===== src/design/nvm_cfg.svh =====
// Constants for the data NVM register block: word indexes, field positions, reset values, timing.
// Assumes a 32-bit APB with one register per aligned word; byte address is four times the index.
`ifndef NVM_CFG_SVH
`define NVM_CFG_SVH

// Word indexes of the registers.
`define NVM_DATA_IDX      10'h09A
`define NVM_ADDR_IDX      10'h09B
`define NVM_CTRL_IDX      10'h09C
`define NVM_UNLOCK_IDX    10'h09D
`define NVM_FLAG_IDX      10'h00C

// Field positions in the control register.
`define NVM_RGO_BIT       0
`define NVM_WGO_BIT       1
`define NVM_PERMIT_BIT    2
`define NVM_ABORT_BIT     3

// Field positions in the flag register.
`define NVM_DONE_BIT      0
`define NVM_BUSY_BIT      1
`define NVM_PROT_BIT      2

// Unlock keys and reset values.
`define NVM_KEY_FIRST     8'h55
`define NVM_KEY_SECOND    8'hAA
`define NVM_CTRL_RESET    4'h0
`define NVM_ZERO_WORD     32'h0000_0000

// Write cycle time and the clock it is counted in.
`define NVM_WRITE_TIME_NS 4_000_000
`define NVM_CLK_PERIOD_NS 40
`define NVM_WRITE_CYCLES  (`NVM_WRITE_TIME_NS / `NVM_CLK_PERIOD_NS)

`endif


===== src/design/nvm_pkg.sv =====
// Types shared by the data NVM register block.
// Assumes nvm_cfg.svh holds every numeric constant.
`default_nettype none

package nvm_pkg;

  // Control register bits, msb first as they sit in the register.
  typedef struct packed {
    logic abort;
    logic permit;
    logic wgo;
    logic rgo;
  } ctrl_bits_t;

  // Progress through the write unlock sequence.
  typedef enum logic [1:0] {
    UNLOCK_IDLE  = 2'b00,
    UNLOCK_GOT_1 = 2'b01,
    UNLOCK_GOT_2 = 2'b10
  } unlock_state_t;

endpackage : nvm_pkg

`default_nettype wire


===== src/design/data_nvm_register_access.sv =====
// Register access block for the byte-wide data NVM: data, address, control and unlock port on APB.
// Assumes a 32-bit APB master on the same clock, reset as power-on reset, soft_reset as any other reset.
`include "nvm_cfg.svh"
`default_nettype none

// What this block does
// - Access works regardless of code protection.
// - Data and address survive non-power-on resets.
// - Control register upper four bits read zero.
// - Resets clear permit and go bits; abort flag.
// - Unlock port stores nothing, reads zero.
// - Read go loads data next cycle, self-clears.
// - Write go needs permit; hardware clears permit only on reset.
// - Write end clears write go, sets done flag.
module data_nvm_register_access
  import nvm_pkg::*;
#(
  parameter int unsigned AW           = 7,
  parameter int unsigned PADDR_W      = 12,
  parameter int unsigned WRITE_CYCLES = `NVM_WRITE_CYCLES
) (
  // Clock, resets and enable.
  input  wire logic               clock,
  input  wire logic               reset,
  input  wire logic               soft_reset,
  input  wire logic               ce,
  // Device protection state, shown but never used as a gate.
  input  wire logic               code_protect,
  // APB slave.
  input  wire logic               psel,
  input  wire logic               penable,
  input  wire logic               pwrite,
  input  wire logic [PADDR_W-1:0] paddr,
  input  wire logic [31:0]        pwdata,
  output logic      [31:0]        prdata,
  output logic                    pready,
  output logic                    pslverr
);

  logic [31:0]   prdata_r;
  logic          pready_r;
  logic          pslverr_r;
  logic [7:0]    data_r;
  logic [7:0]    addr_r;
  ctrl_bits_t    ctrl_r;
  logic          done_flag_r;
  logic          prot_r;
  unlock_state_t unlock_r;
  unlock_state_t unlock_nxt;

  logic [9:0]    idx;
  logic          complete;
  logic          wr_acc;
  logic          wr_data;
  logic          wr_addr;
  logic          wr_ctrl;
  logic          wr_unlock;
  logic          wr_flag;
  logic          start_write;
  logic [31:0]   rd_val;
  logic          hit;
  logic [7:0]    arr_rd;
  logic          arr_busy;
  logic          arr_done;

  assign prdata  = prdata_r;
  assign pready  = pready_r;
  assign pslverr = pslverr_r;

  // A transfer completes at the edge where the access phase meets pready.
  assign idx       = paddr[PADDR_W-1:2];
  assign complete  = psel && penable && pready_r;
  assign wr_acc    = complete && pwrite;
  assign wr_data   = wr_acc && idx == `NVM_DATA_IDX;
  assign wr_addr   = wr_acc && idx == `NVM_ADDR_IDX;
  assign wr_ctrl   = wr_acc && idx == `NVM_CTRL_IDX;
  assign wr_unlock = wr_acc && idx == `NVM_UNLOCK_IDX;
  assign wr_flag   = wr_acc && idx == `NVM_FLAG_IDX;

  // The go bit is only taken right after both keys and while writes are permitted.
  assign start_write = wr_ctrl && pwdata[`NVM_WGO_BIT] && ctrl_r.permit
                       && unlock_r == UNLOCK_GOT_2 && !ctrl_r.wgo;

  // Read data selection; the unlock port and reserved bits read as zero.
  always_comb
  begin
    rd_val = `NVM_ZERO_WORD;
    hit    = 1'b1;
    unique case (idx)
      `NVM_DATA_IDX:   rd_val[7:0] = data_r;
      `NVM_ADDR_IDX:   rd_val[7:0] = addr_r;
      `NVM_CTRL_IDX:   rd_val[3:0] = ctrl_r;
      `NVM_UNLOCK_IDX: rd_val      = `NVM_ZERO_WORD;
      `NVM_FLAG_IDX:
      begin
        rd_val[`NVM_DONE_BIT] = done_flag_r;
        rd_val[`NVM_BUSY_BIT] = arr_busy;
        rd_val[`NVM_PROT_BIT] = prot_r;
      end
      default:         hit = 1'b0;
    endcase
  end

  // One wait state: pready rises in the second access cycle with registered data.
  always_ff @(posedge clock or posedge reset)
  begin
    if (reset)
    begin
      pready_r  <= 1'b0;
      pslverr_r <= 1'b0;
      prdata_r  <= `NVM_ZERO_WORD;
    end
    else if (ce)
    begin
      pready_r  <= psel && penable && !pready_r;
      pslverr_r <= psel && penable && !pready_r && !hit;
      if (psel && penable && !pready_r)
        prdata_r <= (pwrite || !hit) ? `NVM_ZERO_WORD : rd_val;
    end
  end

  // Unlock sequence: any transfer other than the expected next step starts over.
  always_comb
  begin
    unlock_nxt = unlock_r;
    if (complete)
    begin
      unlock_nxt = UNLOCK_IDLE;
      if (wr_unlock && pwdata[7:0] == `NVM_KEY_FIRST && unlock_r == UNLOCK_IDLE)
        unlock_nxt = UNLOCK_GOT_1;
      else if (wr_unlock && pwdata[7:0] == `NVM_KEY_SECOND && unlock_r == UNLOCK_GOT_1)
        unlock_nxt = UNLOCK_GOT_2;
    end
  end

  // The keys written to the port feed only this detector and are not stored.
  always_ff @(posedge clock or posedge reset)
  begin
    if (reset)
      unlock_r <= UNLOCK_IDLE;
    else if (ce)
    begin
      if (soft_reset)
        unlock_r <= UNLOCK_IDLE;
      else
        unlock_r <= unlock_nxt;
    end
  end

  // Control bits; soft reset records whether a write was cut short.
  always_ff @(posedge clock or posedge reset)
  begin
    if (reset)
      ctrl_r <= `NVM_CTRL_RESET;
    else if (ce)
    begin
      if (soft_reset)
      begin
        ctrl_r.abort  <= arr_busy;
        ctrl_r.permit <= 1'b0;
        ctrl_r.wgo    <= 1'b0;
        ctrl_r.rgo    <= 1'b0;
      end
      else
      begin
        // Read go lives exactly one cycle; writing zero has no effect.
        ctrl_r.rgo <= wr_ctrl && pwdata[`NVM_RGO_BIT];
        if (arr_done)
          ctrl_r.wgo <= 1'b0;
        else if (start_write)
          ctrl_r.wgo <= 1'b1;
        if (wr_ctrl)
        begin
          ctrl_r.permit <= pwdata[`NVM_PERMIT_BIT];
          ctrl_r.abort  <= pwdata[`NVM_ABORT_BIT];
        end
      end
    end
  end

  // Done flag: set by completion, cleared by writing one; a same-cycle set wins.
  always_ff @(posedge clock or posedge reset)
  begin
    if (reset)
      done_flag_r <= 1'b0;
    else if (ce)
    begin
      if (arr_done)
        done_flag_r <= 1'b1;
      else if (wr_flag && pwdata[`NVM_DONE_BIT])
        done_flag_r <= 1'b0;
    end
  end

  // Protection is reported only; nothing in the access path looks at it.
  always_ff @(posedge clock or posedge reset)
  begin
    if (reset)
      prot_r <= 1'b0;
    else if (ce)
      prot_r <= code_protect;
  end

  // Data and address carry no reset, so every reset leaves them as they were.
  always_ff @(posedge clock)
  begin
    if (ce)
    begin
      if (ctrl_r.rgo)
        data_r <= arr_rd;
      else if (wr_data)
        data_r <= pwdata[7:0];
      if (wr_addr)
        addr_r <= pwdata[7:0];
    end
  end

  // Array with its timed write; a soft reset mid-write aborts the cell update.
  nvm_array #(
    .AW           (AW),
    .WRITE_CYCLES (WRITE_CYCLES)
  ) u_array (
    .clock    (clock),
    .reset    (reset),
    .ce       (ce),
    .rd_addr  (addr_r[AW-1:0]),
    .rd_data  (arr_rd),
    .wr_start (start_write && !soft_reset),
    .wr_addr  (addr_r[AW-1:0]),
    .wr_data  (data_r),
    .abort    (soft_reset),
    .busy     (arr_busy),
    .done     (arr_done)
  );

endmodule : data_nvm_register_access

`default_nettype wire


===== src/design/nvm_array.sv =====
// Byte-wide nonvolatile data array modelled in flip-flops, with a timed write cycle.
// Assumes one clock, clock enable freezing all state, and a start pulse only while idle.
`default_nettype none

module nvm_array #(
  parameter int unsigned AW           = 7,
  parameter int unsigned WRITE_CYCLES = 100
) (
  // Clock, reset and enable.
  input  wire logic          clock,
  input  wire logic          reset,
  input  wire logic          ce,
  // Read port, combinational.
  input  wire logic [AW-1:0] rd_addr,
  output logic      [7:0]    rd_data,
  // Write request and progress.
  input  wire logic          wr_start,
  input  wire logic [AW-1:0] wr_addr,
  input  wire logic [7:0]    wr_data,
  input  wire logic          abort,
  output logic               busy,
  output logic               done
);

  localparam int unsigned CW = $clog2(WRITE_CYCLES + 1);

  logic [7:0]    mem_r [2**AW];
  logic [AW-1:0] addr_r;
  logic [7:0]    data_r;
  logic [CW-1:0] count_r;
  logic          busy_r;
  logic          done_r;

  assign rd_data = mem_r[rd_addr];
  assign busy    = busy_r;
  assign done    = done_r;

  // Latch target at start so software may change the registers mid-write.
  always_ff @(posedge clock)
  begin
    if (ce && wr_start && !busy_r)
    begin
      addr_r <= wr_addr;
      data_r <= wr_data;
    end
  end

  // Write timer; an abort drops the cell update so the byte keeps its old value.
  always_ff @(posedge clock or posedge reset)
  begin
    if (reset)
    begin
      busy_r  <= 1'b0;
      done_r  <= 1'b0;
      count_r <= '0;
    end
    else if (ce)
    begin
      done_r <= 1'b0;
      if (abort)
        busy_r <= 1'b0;
      else if (busy_r)
      begin
        if (count_r == CW'(1))
        begin
          busy_r <= 1'b0;
          done_r <= 1'b1;
        end
        count_r <= count_r - CW'(1);
      end
      else if (wr_start)
      begin
        busy_r  <= 1'b1;
        count_r <= CW'(WRITE_CYCLES);
      end
    end
  end

  // Cell contents survive every reset, as nonvolatile storage should.
  always_ff @(posedge clock)
  begin
    if (ce && busy_r && !abort && count_r == CW'(1))
      mem_r[addr_r] <= data_r;
  end

endmodule : nvm_array

`default_nettype wire


===== config.mk =====
export PLATFORM = sky130hd
export DESIGN_NAME = data_nvm_register_access
export DESIGN_NICKNAME = d
export VERILOG_FILES = /design/src/design/nvm_pkg.sv /design/src/design/data_nvm_register_access.sv /design/src/design/nvm_array.sv
export VERILOG_INCLUDE_DIRS = /design/src /design/src/design
export SDC_FILE = /design/constraint.sdc
export NUM_CORES = 1
export LEC_CHECK = 0
export ABC_AREA = 1
export BUFFER_PORTS_ARGS = -buffer_cell sky130_fd_sc_hd__buf_2
export CAP_MARGIN = 20
export CORE_MARGIN = 4
export CORE_UTILIZATION = 60
export DETAILED_ROUTE_END_ITERATION = 7
export PLACE_DENSITY = 0.77
export SYNTH_ARGS = -nofsm -noshare
export SYNTH_HDL_FRONTEND = slang
export SYNTH_SLANG_ARGS = --single-unit

===== constraint.sdc =====
create_clock -name clock -period 3.65 [get_ports clock]
set_input_delay 0.73 -clock clock [delete_from_list [all_inputs] [get_ports clock]]
set_output_delay 0.73 -clock clock [all_outputs]
set_load 0.005 [all_outputs]

==> impl_metrics.toml <==
[run_status]
status = "complete, no violations"

[yosys]
seq_area_frac_synth_pct = 71.9
yosys_warnings = 0
synth_area_leaders = "edfxtp_1, nand3_1, nand2_1, dfrtp_1, buf_2"
avgSynthCellArea_um2 = 11.6
netlist.area_leader.share_pct = 69.6
ys_types = 39
postSynthCellCount = 3921
synth_area_leader_cell = "edfxtp_1"
syn_area_um2 = 45500
ys_ff_latch = 1099

[pwr]
pwr-share-seq_pct = 55.8
total_power_w = 0.0245
power_density_nw_per_um2 = 490
switching_share_pct = 19.2
p_int_w = 0.0198
vdd_drop_max_v = 0.000548
switching_power_w = 0.00470
pwr-share-comb_pct = 0.7
clkPwrFrac_pct = 43.5
leakage_nw = 18.1

[cts]
cts_hold_buffers = 0
numCtsBuffers = 108
ctsResizeCount = 0
path_clk_slew_ps = 60
cts_tree = "yes"
cts_setup_buffers = 0
cts_root_buffer = "clkbuf_16"
h-tree-depth = 3
clock_sinks = 1099
cts_buffer_depth = 3
clock_latency_ps = 690

[global_routing]
grt_overflow = 0
grt_antenna_before_repair = 2
grt_usage_pct = 26.6
grt_pass1_wl_um = 166000
grt_pass1_vias = 29500
grt_max_degree = 151

[final_layout]
final_common_cell = "nand2_1"
nNetsFinal = 3989
diodes = 0
drive_gt1_share_pct = 8.10
mostFrequentLayoutCells = "nand2_1, edfxtp_1, nand3_1"
synthToLayoutAreaGrowth_pct = 9.84

[floorplanning]
io_pins = 86
core_area_um2 = 74800
die_h_um = 283
die_w_um = 283
dieArea_um2 = 80400
rows = 100
start_util_pct = 60.9

[sta]
setup_viol = 0
finalCriticalPeriod_ps = 2920
maxSlewViolCount = 0
fin_setup_tns_ps = 0
fmax_ghz = 0.342
skew_ps = 34.3
layout_setup_ws_ps = 730
tightest_slew_ps = 942
timing.hold.ws_ps = 143
slew_headroom_pct = 37.2
finalHoldViolations = 0
rsz0062_at_grt = "no"
finalCritPeriodShare_pct = 80.0

[critical_path]
max_stage_delay_ps = 670
end_kind = "flip-flop"
cp-start-kind = "flip-flop"
critPathMaxFanout = 11
worstPathCellList = "nor2_4 > nand2_1 > nor2_4 > nand4_2 > nor2_2 > buf_4 > nand2_4 > nor2_1"
critical_path_buf_inv_count = 1
critical_path.top_delay_family = "simple AND/OR/NAND/NOR gates"
crit_top_cell = "nor2_4"
worstPathArrival_ps = 3230
critPathKind = "reg2reg"
worst_path_max_delay_cell = "nor2_1"
required_ps = 3960

[route]
drt_wl_total_um = 109000
drc = 0
dr_wl_met3_um = 11300
wl_met2_um = 52600
drt-initial-drc-count = 3989
firstDrtPassIters = 6
wl_met1_um = 40700
vias = 30200
top_layer_used = "met4"
post_drt_wl_per_cell_um = 21.9
vias_per_cell = 6.05
ant_nets = 0

[placement]
portBuffers = 35
dpl_worst_slack_ps = 533
place_hpwl_um = 60200
place.gp.congestion = 0.853

[worst_hold_path]
min_path_type = "in2async"

[run]
drv_cap = 0
## Yosys cell counts, drive strengths merged
| cell | instances |
|---|---|
| nand2 | 1206 |
| edfxtp | 1055 |
| nand3 | 1011 |
| buf | 233 |
| nor2 | 166 |
| inv | 71 |
| dfrtp | 37 |
| o21ai | 36 |
| clkbuf | 31 |
| nor3 | 18 |
| nand4 | 15 |
| dfxtp | 7 |
| a22o | 6 |
| a21oi | 5 |
| o22ai | 5 |
| nand3b | 3 |
| nor4 | 3 |
| xor2 | 3 |
| and3 | 2 |
| clkinv | 2 |
| ha | 2 |
| o41ai | 2 |
| conb | 1 |
| o211ai | 1 |
## power groups by stage
stage	logic (W)	registers [W]	clock network (W)
floorplan	0.000130	0.0139	0
global route	0.000190	0.0137	0.0113
CTS	0.000162	0.0137	0.0108
finish	0.000164	0.0137	0.0107
detailed placement	0.000161	0.0139	0
global placement	0.000154	0.0139	0
## registers in the layout, indices dropped and copies added (netlist names), 2 cells and up, named ones only
register and flops:
u_array.mem_r 1024, data_r 8, u_array.addr_r 7, ctrl_r 4
prdata 8, addr_r 8, u_array.data_r 8, unlock_r 2
u_array.count_r 17
## path summary, 6_finish.rpt
path                               startpoint               endpoint  slack (ps)  cells past startpoint
hold / removal                          reset    u_array.count_r[12]         140                      3
hold reg to reg                     data_r[7]      u_array.data_r[7]         450                      0
min in group clock               code_protect                 prot_r         270                      3
setup / recovery           u_array.count_r[8]  u_array.mem_r[127][2]         730                      8
max in group asynchronous               reset              prdata[5]        3150                      3
setup reg to reg           u_array.count_r[8]  u_array.mem_r[127][2]         730                      8
## routing by layer
layer | vias to the layer above | GRT usage, %
met5 | - | 0
met4 | 0 | 11.5
met3 | 313 | 5.44
met2 | 1713 | 43.3
met1 | 14400 | 35.3
li1 | 13800 | -
## layout make-up
cell class | instances | area, um^2
Inverter | 73 | 303
Clock inverter | 57 | 514
Sequential cell | 1099 | 32800
Tap cell | 969 | 1210
Clock buffer | 141 | 2880
Multi-Input combinational cell | 2508 | 11100
Timing Repair Buffer | 145 | 1250
Fill cell | 5131 | 24800
## worst min-delay path, stage by stage
cell and delay, ps:
buf_2 90, inv_1 40, buf_4 410
## kinds of logic after synthesis
logic type / after synthesis / share of synthesized area [%]
AOI/OAI and AO/OA: 55 / 0.690
adders and majority gates: 2 / 0.0549
buffers and inverters: 337 / 3.91
and+or+nand+nor: 2424 / 23.4
xor gates and xnor gates: 3 / 0.0577
other: 1 / 0.00824
DFF: 1099 / 71.9
## stage by stage
| step | instance area (um^2) | std cells | util [%] |
|---|---|---|---|
| 6_report | 50000 | 4992 | 66.8 |
| 3_5_place_dp | 46600 | 4794 | 62.3 |
| 5_1_grt | 50000 | 4992 | 66.8 |
| 3_3_place_gp | 46600 | 4794 | 62.3 |
| 2_1_floorplan | 45600 | 3944 | - |
| 4_1_cts | 50000 | 4992 | 66.8 |
Power figures use the tool's default switching activity.
